--- config.mk ---
export PLATFORM = sky130hd
export DESIGN_NAME = acs_top
export DESIGN_NICKNAME = d
export VERILOG_FILES = /design/src/rtl/acs_pkg.sv /design/src/rtl/acs_chan_decode.sv /design/src/rtl/acs_sar_engine.sv /design/src/rtl/acs_top.sv
export SDC_FILE = /design/constraint.sdc
export NUM_CORES = 1
export LEC_CHECK = 0
export BUFFER_PORTS_ARGS = -buffer_cell sky130_fd_sc_hd__buf_4
export CELL_PAD_IN_SITES_DETAIL_PLACEMENT = 1
export CELL_PAD_IN_SITES_GLOBAL_PLACEMENT = 2
export CORE_MARGIN = 10
export CORE_UTILIZATION = 35
export DETAILED_ROUTE_END_ITERATION = 8
export PLACE_DENSITY = 0.81
export SETUP_SLACK_MARGIN = 0.3
export SYNTH_ARGS = -nofsm -noshare
export SYNTH_HDL_FRONTEND = slang
export SYNTH_HIERARCHICAL = 1
export SYNTH_SLANG_ARGS = --single-unit
--- constraint.sdc ---
create_clock -name ref_clk -period 5.8 [get_ports ref_clk]
set_clock_uncertainty 0.1 [all_clocks]
set_input_delay 1.74 -clock ref_clk [delete_from_list [all_inputs] [get_ports ref_clk]]
set_output_delay 1.74 -clock ref_clk [all_outputs]
set_load 0.01 [all_outputs]
--- src/rtl/acs_pkg.sv ---
// Shared constants, register map and channel helpers for the converter channel select block
package acs_pkg;
	// Datapath widths
	localparam int CH_W = 5;
	localparam int RES_W = 10;
	localparam int NPIN = 8;
	localparam int ADDR_W = 8;
	localparam int DATA_W = 32;
	localparam int BIT_IDX_W = 4;

	// Channel select codes
	localparam logic [CH_W-1:0] CH_PIN_LAST = 5'h07;
	localparam logic [CH_W-1:0] CH_GND_FIRST = 5'h08;
	localparam logic [CH_W-1:0] CH_GND_LAST = 5'h13;
	localparam logic [CH_W-1:0] CH_TEMP = 5'h1A;
	localparam logic [CH_W-1:0] CH_BANDGAP = 5'h1B;
	localparam logic [CH_W-1:0] CH_REF_HI = 5'h1D;
	localparam logic [CH_W-1:0] CH_REF_LO = 5'h1E;
	localparam logic [CH_W-1:0] CH_OFF = 5'h1F;

	// Register byte offsets
	localparam logic [ADDR_W-1:0] OFS_STATCTRL = 8'h00;
	localparam logic [ADDR_W-1:0] OFS_RESULT = 8'h04;
	localparam logic [ADDR_W-1:0] OFS_PINCTL1 = 8'h08;
	localparam logic [ADDR_W-1:0] OFS_PINCTL2 = 8'h0C;
	localparam logic [ADDR_W-1:0] OFS_PINCTL3 = 8'h10;
	localparam logic [ADDR_W-1:0] OFS_PINCTL4 = 8'h14;
	localparam logic [ADDR_W-1:0] OFS_TRIGCTL = 8'h18;
	localparam logic [ADDR_W-1:0] OFS_PWRCTL = 8'h1C;

	// Field positions
	localparam int SC_CH_LSB = 0;
	localparam int SC_CONT_BIT = 5;
	localparam int SC_DONE_BIT = 7;
	localparam int TRIG_SEL_BIT = 0;
	localparam int PWR_BANDGAP_BUFFER_ENABLE_BIT = 0;

	// Reset values
	localparam logic [CH_W-1:0] RST_CHANNEL = CH_OFF;
	localparam logic [NPIN-1:0] RST_PINCTL = 8'h00;
	localparam logic [RES_W-1:0] RST_RESULT = 10'h000;
	localparam logic [DATA_W-1:0] RD_ZERO = 32'h0000_0000;

	// Timing: one successive approximation step per divider pulse
	localparam int CLK_MHZ = 250;
	localparam int STEP_NS = 40;
	localparam int STEP_CYC = (STEP_NS * CLK_MHZ + 999) / 1000;
	localparam int DIV_W = 8;

	// SAR engine states
	typedef enum logic [1:0] {
		SAR_IDLE = 2'b01,
		SAR_TRIAL = 2'b10
	} acs_sar_t;

	function automatic logic acs_is_gnd(input logic [CH_W-1:0] ch);
		acs_is_gnd = (ch >= CH_GND_FIRST) && (ch <= CH_GND_LAST);
	endfunction

	function automatic logic acs_is_pin(input logic [CH_W-1:0] ch);
		acs_is_pin = (ch <= CH_PIN_LAST);
	endfunction
endpackage

--- src/rtl/acs_chan_decode.sv ---
// Decode of the channel select field into analog routing selects
`timescale 1ns/10ps
module acs_chan_decode
	import acs_pkg::*;
(
	// Selected channel
	input wire logic [CH_W-1:0] chan,
	// Routing selects
	output logic [NPIN-1:0] pinSel,
	output logic gndTie,
	output logic tempSel,
	output logic bandgapSel,
	output logic refHiSel,
	output logic refLoSel,
	output logic powered
);
	// One source at most; reserved codes leave every source select low but keep powered high
	always_comb begin
		pinSel = '0;
		gndTie = 1'b0;
		tempSel = 1'b0;
		bandgapSel = 1'b0;
		refHiSel = 1'b0;
		refLoSel = 1'b0;
		powered = (chan != CH_OFF);
		if (acs_is_pin(chan)) begin
			pinSel[chan[2:0]] = 1'b1;
		end else if (acs_is_gnd(chan)) begin
			gndTie = 1'b1;
		end else if (chan == CH_TEMP) begin
			tempSel = 1'b1;
		end else if (chan == CH_BANDGAP) begin
			bandgapSel = 1'b1;
		end else if (chan == CH_REF_HI) begin
			refHiSel = 1'b1;
		end else if (chan == CH_REF_LO) begin
			refLoSel = 1'b1;
		end
		// Reserved codes float the input, so the result is undefined R04
	end
endmodule

--- src/rtl/acs_sar_engine.sv ---
// Successive approximation sequencer driving the trial code and capturing the result
`timescale 1ns/10ps
module acs_sar_engine
	import acs_pkg::*;
#(
	parameter int RES_BITS = RES_W
)
(
	// Clock and reset
	input wire logic ref_clk,
	input wire logic sys_rst,
	// Control
	input wire logic start,
	input wire logic abort,
	input wire logic stepEn,
	input wire logic compHi,
	// Results
	output logic [RES_BITS-1:0] dacCode,
	output logic [RES_BITS-1:0] result,
	output logic done,
	output logic busy
);
	acs_sar_t state_r, state_nxt;
	logic [BIT_IDX_W-1:0] bitIdx_r, bitIdx_nxt;
	logic [RES_BITS-1:0] code_r, code_nxt;
	logic [RES_BITS-1:0] result_r, result_nxt;
	logic done_r, done_nxt;
	logic busy_r, busy_nxt;

	// One bit decided per step, most significant first R01
	always_comb begin
		state_nxt = state_r;
		bitIdx_nxt = bitIdx_r;
		code_nxt = code_r;
		result_nxt = result_r;
		done_nxt = 1'b0;
		if (abort) begin
			state_nxt = SAR_IDLE;
			code_nxt = '0;
		end else if (start) begin
			// A new start always wins over a running trial
			state_nxt = SAR_TRIAL;
			bitIdx_nxt = BIT_IDX_W'(RES_BITS - 1);
			code_nxt = '0;
			code_nxt[RES_BITS-1] = 1'b1;
		end else begin
			unique case (state_r)
				SAR_IDLE: begin
				end
				SAR_TRIAL: begin
					if (stepEn) begin
						code_nxt[bitIdx_r] = compHi;
						if (bitIdx_r == '0) begin
							result_nxt = code_nxt;
							done_nxt = 1'b1;
							state_nxt = SAR_IDLE;
						end else begin
							bitIdx_nxt = bitIdx_r - 1'b1;
							code_nxt[bitIdx_r - 1'b1] = 1'b1;
						end
					end
				end
				default: begin
					state_nxt = SAR_IDLE;
				end
			endcase
		end
		busy_nxt = (state_nxt == SAR_TRIAL);
	end

	// Sequencer registers
	always_ff @(posedge ref_clk or posedge sys_rst) begin
		if (sys_rst) begin
			state_r <= SAR_IDLE;
			bitIdx_r <= '0;
			code_r <= '0;
			result_r <= '0;
			done_r <= 1'b0;
			busy_r <= 1'b0;
		end else begin
			state_r <= state_nxt;
			bitIdx_r <= bitIdx_nxt;
			code_r <= code_nxt;
			result_r <= result_nxt;
			done_r <= done_nxt;
			busy_r <= busy_nxt;
		end
	end

	assign dacCode = code_r;
	assign result = result_r;
	assign done = done_r;
	assign busy = busy_r;
endmodule

--- src/rtl/acs_top.sv ---
// Converter channel select, control registers and APB slave
// Function
// Converter yields a ten bit result by successive approximation as on-chip peripheral.
// Codes 0 to 7 route the eight external pins in ascending order.
// Ninth through twentieth codes tie input to ground, result reads zero.
// Reserved codes give an undefined result; nothing is guaranteed.
// Code 11101 connects the high reference, equal to supply.
// Code 11110 connects the low reference, equal to ground.
// Code 11111 disables the converter with no input connected.
// Software sets the bandgap buffer enable before converting the bandgap channel.
// No hardware trigger; only software starts conversions, trigger setting is ignored.
// Fourth pin control register is reserved and affects no pin.
// Control bits of absent channels are reserved without any effect.
// Code 11010 routes the on-chip temperature sensor.
// Writing the first status register aborts and restarts, unless channel is all ones. The code also aborts without restart for ground codes.
//
// Implementation choices: the APB interface to the registers and the register addresses.
`timescale 1ns/10ps
module acs_top
	import acs_pkg::*;
#(
	parameter int STEP_CYCLES = STEP_CYC
)
(
	// Clock and reset
	input wire logic ref_clk,
	input wire logic sys_rst,
	// APB slave
	input wire logic psel,
	input wire logic penable,
	input wire logic pwrite,
	input wire logic [ADDR_W-1:0] paddr,
	input wire logic [DATA_W-1:0] pwdata,
	output logic [DATA_W-1:0] prdata,
	output logic pready,
	output logic pslverr,
	// Analog routing
	output logic [NPIN-1:0] anaPinSel,
	output logic anaGndTie,
	output logic anaTempSel,
	output logic anaBandgapSel,
	output logic anaRefHiSel,
	output logic anaRefLoSel,
	output logic adcPowered,
	output logic bgBufEn,
	output logic [NPIN-1:0] pinDigDisable,
	// Comparator and trial code
	input wire logic compIn,
	output logic [RES_W-1:0] dacCode,
	output logic convBusy
);
	// Register state
	logic [CH_W-1:0] chan_r, chan_nxt;
	logic cont_r, cont_nxt;
	logic done_r, done_nxt;
	logic [RES_W-1:0] result_r, result_nxt;
	logic [NPIN-1:0] pinCtl_r, pinCtl_nxt;
	logic trigSel_r, trigSel_nxt;
	logic bandgap_buffer_enable_r, bandgap_buffer_enable_nxt;
	logic [DATA_W-1:0] prdata_r, prdata_nxt;
	logic pready_r, pready_nxt;
	logic pslverr_r, pslverr_nxt;
	// Routing state
	logic [NPIN-1:0] pinSel_r;
	logic gndTie_r, tempSel_r, bgSel_r, refHi_r, refLo_r, powered_r;
	logic [NPIN-1:0] decPin;
	logic decGnd, decTemp, decBg, decRefHi, decRefLo, decPowered;
	// Comparator synchroniser
	logic cmpS1_r, cmpS2_r, cmpS3_r, cmpF_r, cmpF_nxt;
	// Step divider
	logic [DIV_W-1:0] divCnt_r, divCnt_nxt;
	logic stepEn_r, stepEn_nxt;
	// Engine link
	logic engStart, engAbort, engDone, engBusy;
	logic [RES_W-1:0] engResult;
	logic apbWr, apbRd, apbSetup, wrSc, rdRes, mapped;
	logic [CH_W-1:0] wrCh;
	logic wrConv, wrGnd, contRestart;

	// Bus phase decode; a write lands only at the edge where pready is seen high
	assign apbSetup = psel & ~penable;
	assign apbWr = psel & penable & pready_r & pwrite;
	assign apbRd = psel & penable & pready_r & ~pwrite;
	assign wrSc = apbWr && (paddr == OFS_STATCTRL);
	assign rdRes = apbRd && (paddr == OFS_RESULT);
	assign wrCh = pwdata[SC_CH_LSB +: CH_W];
	assign wrGnd = acs_is_gnd(wrCh);
	assign wrConv = (wrCh != CH_OFF) && !wrGnd;
	assign mapped = (paddr == OFS_STATCTRL) || (paddr == OFS_RESULT) || (paddr == OFS_PINCTL1) ||
		(paddr == OFS_PINCTL2) || (paddr == OFS_PINCTL3) || (paddr == OFS_PINCTL4) ||
		(paddr == OFS_TRIGCTL) || (paddr == OFS_PWRCTL);

	// Starts come from software writes or continuous repeat only R09
	assign contRestart = engDone && cont_r && !wrSc;
	assign engStart = (wrSc && wrConv) || contRestart;
	assign engAbort = wrSc && !wrConv;

	// Register file next state and read data
	always_comb begin
		chan_nxt = chan_r;
		cont_nxt = cont_r;
		done_nxt = done_r;
		result_nxt = result_r;
		pinCtl_nxt = pinCtl_r;
		trigSel_nxt = trigSel_r;
		bandgap_buffer_enable_nxt = bandgap_buffer_enable_r;
		// Clears first, so a completion in the same cycle still sets the flag
		if (wrSc || rdRes) begin
			done_nxt = 1'b0;
		end
		if (apbWr) begin
			unique case (paddr)
				OFS_STATCTRL: begin
					chan_nxt = wrCh;
					cont_nxt = pwdata[SC_CONT_BIT];
				end
				OFS_PINCTL1: pinCtl_nxt = pwdata[NPIN-1:0];
				// Stored for readback only; nothing downstream reads it R09
				OFS_TRIGCTL: trigSel_nxt = pwdata[TRIG_SEL_BIT];
				OFS_PWRCTL: bandgap_buffer_enable_nxt = pwdata[PWR_BANDGAP_BUFFER_ENABLE_BIT];
				// Pin controls for absent channels drop the write R10 R11
				default: begin
				end
			endcase
		end
		if (wrSc && wrGnd) begin
			result_nxt = RST_RESULT;
			done_nxt = 1'b1;
		end else if (engDone) begin
			// Completion already latched in the engine, so a same-cycle write other than a ground code cannot cancel it
			result_nxt = engResult;
			done_nxt = 1'b1;
		end
		// Read data is built in the setup cycle so it leaves a flip-flop
		pready_nxt = apbSetup;
		pslverr_nxt = apbSetup && !mapped;
		prdata_nxt = RD_ZERO;
		if (apbSetup && !pwrite) begin
			unique case (paddr)
				OFS_STATCTRL: begin
					prdata_nxt[SC_CH_LSB +: CH_W] = chan_r;
					prdata_nxt[SC_CONT_BIT] = cont_r;
					prdata_nxt[SC_DONE_BIT] = done_r;
				end
				OFS_RESULT: prdata_nxt[RES_W-1:0] = result_r;
				OFS_PINCTL1: prdata_nxt[NPIN-1:0] = pinCtl_r;
				OFS_TRIGCTL: prdata_nxt[TRIG_SEL_BIT] = trigSel_r;
				OFS_PWRCTL: prdata_nxt[PWR_BANDGAP_BUFFER_ENABLE_BIT] = bandgap_buffer_enable_r;
				default: prdata_nxt = RD_ZERO;
			endcase
		end
	end

	// Register file flip-flops
	always_ff @(posedge ref_clk or posedge sys_rst) begin
		if (sys_rst) begin
			chan_r <= RST_CHANNEL;
			cont_r <= 1'b0;
			done_r <= 1'b0;
			result_r <= RST_RESULT;
			pinCtl_r <= RST_PINCTL;
			trigSel_r <= 1'b0;
			bandgap_buffer_enable_r <= 1'b0;
			prdata_r <= RD_ZERO;
			pready_r <= 1'b0;
			pslverr_r <= 1'b0;
		end else begin
			chan_r <= chan_nxt;
			cont_r <= cont_nxt;
			done_r <= done_nxt;
			result_r <= result_nxt;
			pinCtl_r <= pinCtl_nxt;
			trigSel_r <= trigSel_nxt;
			bandgap_buffer_enable_r <= bandgap_buffer_enable_nxt;
			prdata_r <= prdata_nxt;
			pready_r <= pready_nxt;
			pslverr_r <= pslverr_nxt;
		end
	end

	// Channel decode, registered one cycle after the field changes
	acs_chan_decode acs_chan_decode_i (
		.chan(chan_r),
		.pinSel(decPin),
		.gndTie(decGnd),
		.tempSel(decTemp),
		.bandgapSel(decBg),
		.refHiSel(decRefHi),
		.refLoSel(decRefLo),
		.powered(decPowered)
	);

	// Routing flip-flops keep the analog selects glitch free
	always_ff @(posedge ref_clk or posedge sys_rst) begin
		if (sys_rst) begin
			pinSel_r <= '0;
			gndTie_r <= 1'b0;
			tempSel_r <= 1'b0;
			bgSel_r <= 1'b0;
			refHi_r <= 1'b0;
			refLo_r <= 1'b0;
			powered_r <= 1'b0;
		end else begin
			pinSel_r <= decPin;
			gndTie_r <= decGnd;
			tempSel_r <= decTemp;
			bgSel_r <= decBg;
			refHi_r <= decRefHi;
			refLo_r <= decRefLo;
			powered_r <= decPowered;
		end
	end

	// Comparator filter: a change counts once stages two and three agree
	always_comb begin
		cmpF_nxt = cmpF_r;
		if (cmpS2_r == cmpS3_r) begin
			cmpF_nxt = cmpS3_r;
		end
	end

	always_ff @(posedge ref_clk or posedge sys_rst) begin
		if (sys_rst) begin
			cmpS1_r <= 1'b0;
			cmpS2_r <= 1'b0;
			cmpS3_r <= 1'b0;
			cmpF_r <= 1'b0;
		end else begin
			cmpS1_r <= compIn;
			cmpS2_r <= cmpS1_r;
			cmpS3_r <= cmpS2_r;
			cmpF_r <= cmpF_nxt;
		end
	end

	// Step divider restarts with each conversion so every bit gets a full settle
	always_comb begin
		divCnt_nxt = divCnt_r + 1'b1;
		stepEn_nxt = 1'b0;
		if (engStart || (divCnt_r == DIV_W'(STEP_CYCLES - 1))) begin
			divCnt_nxt = '0;
		end
		if (!engStart && (divCnt_r == DIV_W'(STEP_CYCLES - 2))) begin
			stepEn_nxt = 1'b1;
		end
	end

	always_ff @(posedge ref_clk or posedge sys_rst) begin
		if (sys_rst) begin
			divCnt_r <= '0;
			stepEn_r <= 1'b0;
		end else begin
			divCnt_r <= divCnt_nxt;
			stepEn_r <= stepEn_nxt;
		end
	end

	acs_sar_engine #(
		.RES_BITS(RES_W)
	) acs_sar_engine_i (
		.ref_clk(ref_clk),
		.sys_rst(sys_rst),
		.start(engStart),
		.abort(engAbort),
		.stepEn(stepEn_r),
		.compHi(cmpF_r),
		.dacCode(dacCode),
		.result(engResult),
		.done(engDone),
		.busy(engBusy)
	);

	// Outputs
	assign prdata = prdata_r;
	assign pready = pready_r;
	assign pslverr = pslverr_r;
	assign anaPinSel = pinSel_r;
	assign anaGndTie = gndTie_r;
	assign anaTempSel = tempSel_r;
	assign anaBandgapSel = bgSel_r;
	assign anaRefHiSel = refHi_r;
	assign anaRefLoSel = refLo_r;
	assign adcPowered = powered_r;
	assign bgBufEn = bandgap_buffer_enable_r;
	assign pinDigDisable = pinCtl_r;
	assign convBusy = engBusy;

	// Checks
	localparam int CONV_MAX = 400;
endmodule

==> flow_metrics.tcl, run 1 <==
set metrics [dict create \
    grt-busiest-layer "met2" \
    clk_pin_slew_ns 0.07 \
    critPathLaunchType "input pin" \
    worstPathRequired_ns 5.97 \
    ys_seq_area_share_pct 51.1 \
    dieHeight_microns 135 \
    grt_pass1_wl_microns 18400 \
    wl_per_cell_microns 16.7 \
    cts_tree "built" \
    synth-seq-cells 94 \
    crit_fanout 12 \
    die_w_microns 135 \
    drc 0 \
    overflow 0 \
    cts_sinks 94 \
    power_density_nw_per_um2 277 \
    worst_skew_pair.late_latency_ns 0.35 \
    fin_crit_ns 4.13 \
    path_class "input pin to flip-flop" \
    initialDrtViolationCount 188 \
    grt_antenna_before_repair 0 \
    grt_util_met2_pct 19.4 \
    synth_area_leaders "dfrtp_1, mux2i_1, nor2_1, buf_4, mux2_2" \
    ant_nets 0 \
    relSlewSlack_pct 23.5 \
    sw_frac_of_total_pct 26.9 \
    p_seq_share_pct 48.3 \
    grtUsageMet1_pct 16.0 \
    worst_slew_pin_slew_ns 1.15 \
    syn_area_per_cell_sq_um 10.8 \
    syn_area_sq_um 4620 \
    setup_viol 0 \
    drive_gt1_share_pct 26.5 \
    finalSetupTns_ns 0 \
    clk_path_buf_depth 2 \
    timing.max_cap.violations 0 \
    internal_power_mw 1.11 \
    status "finished clean" \
    p_sw_mw 0.408 \
    grtUsageTotal_pct 12.5 \
    dieArea_sq_um 18200 \
    grt_start_max_net_pins 36 \
    arrival_ns 4.30 \
    yosysTopAreaCellShare_pct 47.7 \
    cts_buffers 9 \
    synth_top_cell_by_area "dfrtp_1" \
    diodes 0 \
    hpwlAfterDp_microns 8490 \
    rows 41 \
    cts-htree-levels 3 \
    min_period_over_period_pct 71.3 \
    slew_viol_final 0 \
    post_cts_resized 0 \
    syn_to_final_growth_pct 18.5 \
    async_flop_share_pct 100 \
    coreArea_sq_um 12800 \
    io_pins 114 \
    p_leak_nw 2.60 \
    nNetsFinal 548 \
    p_clk_share_pct 39.4 \
    endpoint_kind "flip-flop" \
    grt_pass1_vias 3529 \
    synth_warnings 6 \
    comb_power_share_pct 12.3 \
    io_buffer_count 67 \
    postCtsSetupRepairBufs 0 \
    synth_cells 426 \
    rsz0062_at_grt "false" \
    vias 3236 \
    hold_viol_final 0 \
    dr.pass1.iters 4 \
    synth_edf_count 0 \
    grtUsageMet3_pct 4.30 \
    ys.flop_type "dfrtp_1" \
    place.gp.congestion 0.866 \
    ir_worst_vdd_mv 0.128 \
    hp-class "flip-flop to flip-flop" \
    synthDistinctLibCells 67 \
    holdBufCountCts 0 \
    wl_microns 11100 \
    power_mw 1.51 \
    clockRootBuffer "clkbuf_16" \
    viasPerCell 4.85 \
    clock.fmax_ghz 0.242 \
    initial_core_util_pct 36.1 \
]
cell type report:
| type | instances | area, sq um |
|---|---|---|
| sequential | 94 | 2360 |
| tap | 172 | 215 |
| fill | 1400 | 7300 |
| multi-input combinational | 303 | 2020 |
| timing repair buffer | 70 | 526 |
| clock inverter | 7 | 73.8 |
| inverter | 12 | 46.3 |
| clock buffer | 9 | 225 |
power groups by stage:
| stage | Clock, mW | Combinational [mW] | Sequential (mW) |
|---|---|---|---|
| after floorplan | 0 | 0.150 | 0.731 |
| after global placement | 0 | 0.179 | 0.739 |
| after detailed placement | 0 | 0.190 | 0.742 |
| after CTS | 0.612 | 0.191 | 0.731 |
| after global routing | 0.641 | 0.217 | 0.738 |
| final | 0.596 | 0.187 | 0.731 |
worst max-delay path, cell delays in order:
cell and delay (ns):
buf_4 0.15, nor4_4 0.35, nand4_2 0.39, nor2b_1 0.71
and4bb_1 0.32, nand2_1 0.25, buf_4 0.23, nand2_1 0.06
o21ai_1 0.08
flip-flops by register name (all words and copies together) (netlist names), 2 cells and up:
| register | flops |
|---|---|
| acs_sar_engine_i/bitIdx_r | 4 |
| acs_sar_engine_i/dacCode | 10 |
| acs_sar_engine_i/result | 10 |
| acs_sar_engine_i/state_r | 2 |
| anaPinSel | 8 |
| chan_r | 5 |
| divCnt_r | 8 |
| pinDigDisable | 8 |
| prdata | 10 |
| result_r | 10 |
cell usage after synthesis (all sizes together) (2+ instances only):
cell type  instances
nor3b              2
mux2              16
o21ai             16
or3b               2
mux2i             30
dfstp              6
dfrtp             88
nor4b              2
o32ai              2
a21oi             15
nor4bb             2
o21bai             2
nand2             37
o211ai             2
nor2              59
nand3             15
inv               11
nand4              4
or3                2
ha                12
nor2b              4
nor3               9
and3               5
clkbuf             4
nand2b             5
a31oi              2
nand3b             5
xor2               5
o221ai             5
or2                2
xnor2              3
buf               34
worst paths after layout:
check | depth (start not counted) | from | end | slack (ns)
hold reg to reg | 0 | cmpS1_r$_DFF_PP0_ | cmpS2_r$_DFF_PP0_ | 0.26
setup reg to reg | 8 | pready$_DFF_PP0_ | acs_sar_engine_i/result[8]$_DFFE_PP0P_ | 2.94
min in group asynchronous | 2 | sys_rst | divCnt_r[2]$_DFF_PP0_ | 1.40
max in group asynchronous | 3 | sys_rst | chan_r[1]$_DFFE_PP1P_ | 3.29
setup / recovery | 9 | paddr[4] | acs_sar_engine_i/result[8]$_DFFE_PP0P_ | 1.67
hold / removal | 0 | cmpS1_r$_DFF_PP0_ | cmpS2_r$_DFF_PP0_ | 0.26
cell families (layout without fill, tap and decap cells):
group / Yosys count / after routing / share of synthesized area (%)
AND/OR/NAND/NOR: 160 / 160 / 18.6
other: 1 / 22 / 0.0812
adder cells (fa/ha/maj): 13 / 13 / 3.47
flip-flops: 94 / 94 / 51.1
XOR/XNOR: 8 / 8 / 1.52
multiplexers: 46 / 46 / 10.5
buffers and inverters: 50 / 98 / 6.75
AO/OA/AOI/OAI: 54 / 54 / 7.94
stage by stage:
step	cells	hold slack, ns	setup slack [ns]	util [%]	area [sq um]
detailed placement	651	0.240	1.28	40.5	5170
floorplan	447	0.231	1.78	-	4700
CTS	667	0.260	1.65	42.8	5470
finish	667	0.256	1.67	42.8	5470
global placement	651	0.234	1.36	40.5	5170
global route	667	0.264	1.44	42.8	5470
per-layer routing:
| metal | vias to the layer above | part of all wire [%] |
|---|---|---|
| li1 | 1555 | - |
| met1 | 1584 | 47 |
| met2 | 87 | 45 |
| met3 | 10 | 6.9 |
| met4 | 0 | 1.3 |
| met5 | - | 0 |
layout by cell type, fill, tap and decap left out, drive strengths merged, types with 6 or more instances in the layout:
cell type / synthesis / routed
a21oi: 15 / 15
buf: 34 / 70
clkbuf: 4 / 9
conb: 1 / 22
dfrtp: 88 / 88
dfstp: 6 / 6
ha: 12 / 12
inv: 11 / 12
mux2: 16 / 16
mux2i: 30 / 30
nand2: 37 / 37
nand3: 15 / 15
nor2: 59 / 59
nor3: 9 / 9
o21ai: 16 / 16
Power figures use the tool's default switching activity.
==> inputs of run 2 (changes only) <==
CORE_UTILIZATION = 30   (was 35)
PLACE_DENSITY = 0.73   (was 0.81)
clock period = 3.7 ns   (was 5.8 ns; I/O delays follow)
==> run 2 against run 1 <==
  * Worst hold slack worse by 0.0063 ns
  * Largest power group unchanged
  * Cell count up 3.4%
  * Wire length up 4.9%
  * Non-clock buffer count up 7
  * Via count up 1.3%
==> flow_metrics.tcl, run 2 (same netlist as run 1, synthesis figures left out) <==
set metrics [dict create \
    grt_pass1_wl_microns 19000 \
    power_mw 2.42 \
    hp-class "flip-flop to flip-flop" \
    cts_tree "built" \
    n_fill_cell 1677 \
    cts_sinks 94 \
    setup_viol 0 \
    fin_crit_ns 2.99 \
    grt_antenna_before_repair 0 \
    clockRootBuffer "clkbuf_16" \
    coreArea_sq_um 15100 \
    clock.fmax_ghz 0.334 \
    dieHeight_microns 144 \
    seqCellArea_sq_um 2360 \
    min_period_over_period_pct 80.8 \
    grtUsageTotal_pct 11.6 \
    critPathLaunchType "input pin" \
    timing.max_cap.violations 0 \
    grt_start_max_net_pins 39 \
    syn_to_final_growth_pct 20.5 \
    ir_worst_vdd_mv 0.204 \
    place.gp.congestion 0.800 \
    postLayoutCellArea_sq_um 5560 \
    clk_pin_slew_ns 0.06 \
    slowest_stage "nand3_1" \
    postLayoutCoreUtil_pct 36.7 \
    whs_ns 0.250 \
    holdBufCountCts 0 \
    relSlewSlack_pct 45.7 \
    multiInputGateArea_sq_um 2020 \
    slowest_delay_ns 0.39 \
    hpwlAfterDp_microns 8910 \
    cts-htree-levels 3 \
    dr.pass1.iters 4 \
    vias 3277 \
    die_w_microns 144 \
    grt_pass1_vias 3563 \
    cts_buffers 9 \
    wl_microns 11700 \
    clk_path_buf_depth 2 \
    finalSetupTns_ns 0 \
    path_class "input pin to flip-flop" \
    drive_gt1_share_pct 27.5 \
    overflow 0 \
    path_buf_inv 1 \
    layout_common_cells "dfrtp_1, buf_4, nor2_1" \
    worst_skew_pair.late_latency_ns 0.35 \
    drc 0 \
    nNetsFinal 555 \
    path_cells "buf_4, nor4_4, nand4_2, mux2i_2, nor2_1, nand3_1, o21ai_0, o21ai_0" \
    arrival_ns 3.11 \
    initialDrtViolationCount 121 \
    ant_nets 0 \
    dieArea_sq_um 20800 \
    crit_family "simple AND/OR/NAND/NOR gates" \
    worst_slew_pin_slew_ns 0.814 \
    rows 45 \
    hold_viol_final 0 \
    post_cts_resized 0 \
    initial_core_util_pct 30.5 \
    placed_cell_area_sq_um 5240 \
    layout_commonest_cell "dfrtp_1" \
    diodes 0 \
    status "finished clean" \
    io_pins 114 \
    io_buffer_count 67 \
    viasPerCell 4.75 \
    cpMostUsedCell "o21ai_0" \
    slew_viol_final 0 \
    power_density_nw_per_um2 435 \
    wl_per_cell_microns 16.9 \
    rsz0062_at_grt "false" \
    worstPathRequired_ns 3.82 \
    postCtsSetupRepairBufs 0 \
    p_leak_nw 2.64 \
    endpoint_kind "flip-flop" \
    crit_fanout 10 \
]
run 2: cell count changes in the layout (fill, tap and decap cells not counted), sizes merged:
cell | before | now
buf | 70 | 77
clkbuf | 9 | 12
clkinv | 5 | 2
clkinvlp | 1 | 2
inv | 12 | 11
run 2: final timing paths:
| path | start | to | slack (ns) | depth (start not counted) |
|---|---|---|---|---|
| setup / recovery | paddr[4] | acs_sar_engine_i/bitIdx_r[0]$_DFFE_PP0P_ | 0.71 | 8 |
| hold / removal | cmpS1_r$_DFF_PP0_ | cmpS2_r$_DFF_PP0_ | 0.25 | 0 |
| setup reg to reg | pready$_DFF_PP0_ | acs_sar_engine_i/bitIdx_r[0]$_DFFE_PP0P_ | 1.37 | 7 |
| hold reg to reg | cmpS1_r$_DFF_PP0_ | cmpS2_r$_DFF_PP0_ | 0.25 | 0 |
| max in group asynchronous | sys_rst | pready$_DFF_PP0_ | 1.94 | 3 |
| min in group asynchronous | sys_rst | acs_sar_engine_i/state_r[1]$_DFF_PP0_ | 0.74 | 3 |
run 2: final cells by class:
cell class	instances	area share [%]
flip-flops and latches	94	42.4
inverters	12	0.832
well taps	188	4.23
repair buffers	77	10.4
multi-input cells	303	36.4
clock buffers	12	4.79
clock inverters	4	0.967
run 2: report_power, final:
| group | internal (mW) | total (mW) | switching [mW] |
|---|---|---|---|
| clock | 0.580 | 0.982 | 0.402 |
| sequential | 1.08 | 1.14 | 0.0624 |
| combinational | 0.128 | 0.294 | 0.165 |
run 2: routing by layer:
layer	track usage, %	vias up	wire, microns
met5	0	-	0
met4	4.35	0	175
met3	3.74	14	882
met2	18.1	75	5300
met1	14.7	1626	5310
li1	-	1562	-
run 2: worst register-to-register path: stages (launching register included):
cell and delay, ns:
dfrtp_1 0.37, and4_1 0.30, nand4_2 0.19, mux2i_2 0.24
nor2_1 0.23, nand3_1 0.39, o21ai_0 0.27, o21ai_0 0.11
run 2: through the flow:
step | setup slack (ns) | std cells
floorplan | 0.315 | 447
global placement | 0.376 | 674
detailed placement | 0.336 | 674
CTS | 0.695 | 690
global route | 0.487 | 690
finish | 0.710 | 690
==> inputs of run 3 (changes only) <==
ABC_AREA = 1   (was not set)
CORE_UTILIZATION = 31   (was 30)
PLACE_DENSITY = 0.78   (was 0.73)
clock period = 2.95 ns   (was 3.7 ns; I/O delays follow)
==> run 3 against run 2 <==
  * Cell area grew 2.2%
  * Total power grew 20%
  * Synthesized cell count grew 33%
  * Non-clock buffer count is the same
  * Register-to-register slack lost 0.49 ns
  * Critical path depth grew 4
  * Sequential power grew 22%
  * Wire length grew 4.5%
  * Global-route usage grew 0.58 points
  * Largest power group unchanged
  * Highest routed layer unchanged
==> flow_metrics.tcl, run 3 <==
set metrics [dict create \
    grt_pass1_vias 3966 \
    io_pins 114 \
    grt_pass1_wl_microns 20200 \
    syn_area_per_cell_sq_um 8.33 \
    clock.fmax_ghz 0.409 \
    syn_to_final_growth_pct 20.5 \
    coreArea_sq_um 15100 \
    postCtsSetupRepairBufs 0 \
    place.gp.congestion 0.843 \
    r2r_slack_ns 0.88 \
    synth_cells 567 \
    ys.flop_type "dfrtp_1" \
    ys_seq_area_share_pct 50.0 \
    dieHeight_microns 143 \
    dieArea_sq_um 20600 \
    fin_crit_ns 2.45 \
    ir_worst_vdd_mv 0.243 \
    clockRootBuffer "clkbuf_16" \
    setup_viol 0 \
    timing.max_cap.violations 0 \
    power_density_nw_per_um2 509 \
    worstPathRequired_ns 3.11 \
    n_fill_cell 1795 \
    synth_area_leaders "dfrtp_1, nand2_1, inv_1, nor2_1, buf_4" \
    grtUsageTotal_pct 12.2 \
    relSlewSlack_pct 60.2 \
    ant_nets 0 \
    async_flop_share_pct 100 \
    seqCellArea_sq_um 2360 \
    wl_per_cell_microns 14.6 \
    fin_cells 837 \
    slew_viol_final 0 \
    dr.pass1.iters 4 \
    synth_edf_count 0 \
    rows 45 \
    worst_slew_pin_slew_ns 0.597 \
    io_buffer_count 67 \
    yosysTopAreaCellShare_pct 46.6 \
    finalSetupTns_ns 0 \
    yosysMostFrequentCell "nand2_1" \
    synthDistinctLibCells 36 \
    layout_common_cells "nand2_1, dfrtp_1, buf_4" \
    postLayoutCoreUtil_pct 37.7 \
    worst_skew_pair.late_latency_ns 0.35 \
    rsz0062_at_grt "false" \
    overflow 0 \
    cts_sinks 94 \
    endpoint_kind "flip-flop" \
    initialDrtViolationCount 141 \
    grt_start_max_net_pins 67 \
    drc 0 \
    syn_area_sq_um 4720 \
    clk_path_buf_depth 2 \
    whs_ns 0.255 \
    place_ws_ns 0.106 \
    drive_gt1_share_pct 19.4 \
    arrival_ns 2.61 \
    layout_commonest_cell "nand2_1" \
    postLayoutSetupSlackWorst_ns 0.502 \
    viasPerCell 4.51 \
    initial_core_util_pct 31.3 \
    hold_viol_final 0 \
    path_cells "buf_4, nor2_1, nand2_1, nor2_2, nand2_2, nand3_2, nand2_1, nor2_1, nand2_2, nor2_8, inv_4, o21ai_0" \
    hp-class "flip-flop to flip-flop" \
    synth-seq-cells 94 \
    synth_common_cells "nand2_1, dfrtp_1, inv_1, nor2_1, nand3_1" \
    synth_top_cell_by_area "dfrtp_1" \
    critPathLaunchType "input pin" \
    dpl.cell_count 821 \
    vias 3774 \
    slowest_delay_ns 0.31 \
    crit_family "simple AND/OR/NAND/NOR gates" \
    grt_antenna_before_repair 0 \
    synth_warnings 6 \
    path_class "input pin to flip-flop" \
    p_leak_nw 3.00 \
    die_w_microns 143 \
    crit_fanout 18 \
    cts-htree-levels 3 \
    nNetsFinal 702 \
    holdBufCountCts 0 \
    slowest_stage "nor2_2" \
    wl_microns 12200 \
    clk_pin_slew_ns 0.06 \
    status "finished clean" \
    cts_tree "built" \
    min_period_over_period_pct 83.0 \
    diodes 0 \
    hpwlAfterDp_microns 9340 \
    cts_buffers 9 \
    post_cts_resized 0 \
    multiInputGateArea_sq_um 1940 \
    path_buf_inv 2 \
]
## run 3: changes by cell type after synthesis, sizes merged, moves of 5 or more
cell | before | now
nand2b | 5 | 0
o21ai | 16 | 36
o221ai | 5 | 0
mux2i | 30 | 0
nand2 | 37 | 194
nand3 | 15 | 32
mux2 | 16 | 0
and3 | 5 | 0
inv | 11 | 64
nand3b | 5 | 0
## run 3: per-layer routing
metal	GRT usage, %	up-vias	part of all wire, %
met4	4.67	0	1.3
met1	15.5	1808	47
met5	0	-	0
met2	19.7	71	46
met3	2.90	11	5.4
li1	-	1884	-
## run 3: kinds of logic after synthesis
family | after synthesis | share of synthesized area (%)
simple gates | 295 | 26.9
other cells | 1 | 0.0794
compound gates | 59 | 7.92
fa+ha+maj | 13 | 3.39
xor+xnor | 6 | 1.11
buf+inv | 99 | 10.6
flops | 94 | 50.0
## run 3: worst paths after layout
path,from,cells past startpoint,endpoint
setup / recovery,paddr[5],12,acs_sar_engine_i/result[7]$_DFFE_PP0P_
min in group asynchronous,sys_rst,3,cmpS2_r$_DFF_PP0_
setup reg to reg,acs_sar_engine_i/bitIdx_r[0]$_DFFE_PP0P_,9,acs_sar_engine_i/dacCode[8]$_DFFE_PP0P_
max in group asynchronous,sys_rst,3,acs_sar_engine_i/state_r[0]$_DFF_PP1_
hold / removal,cmpS1_r$_DFF_PP0_,0,cmpS2_r$_DFF_PP0_
hold reg to reg,cmpS1_r$_DFF_PP0_,0,cmpS2_r$_DFF_PP0_
## run 3: area by class of cell
| type | instances | share of cell area, % |
|---|---|---|
| inverters | 67 | 4.47 |
| clock buffers | 12 | 4.16 |
| flip-flops and latches | 94 | 41.5 |
| well taps | 188 | 4.14 |
| multi-input cells | 395 | 34.1 |
| clock inverters | 4 | 1.28 |
| repair buffers | 77 | 10.4 |
## run 3: worst reg2reg max path, cell delays in order (launching register included)
cell     delay, ns
dfrtp_1       0.43
inv_1         0.20
ha_1          0.46
nand2_1       0.16
nor2_2        0.16
nand2_1       0.06
o21ai_1       0.19
nand2_1       0.09
nand2_1       0.06
nand2_1       0.04
## run 3: per-stage QoR
stage | cell area (sq um) | power [mW]
6_report | 5690 | 2.89
3_5_place_dp | 5380 | 1.69
5_1_grt | 5690 | 3.04
3_3_place_gp | 5380 | 1.67
2_1_floorplan | 4800 | 1.61
4_1_cts | 5690 | 2.93
## run 3: power breakdown
| group | switching, mW | internal (mW) | leakage, nW |
|---|---|---|---|
| registers | 0.0477 | 1.34 | 1.25 |
| clock network | 0.493 | 0.743 | 0.147 |
| logic | 0.168 | 0.102 | 1.60 |
| total | 0.709 | 2.18 | 3.00 |
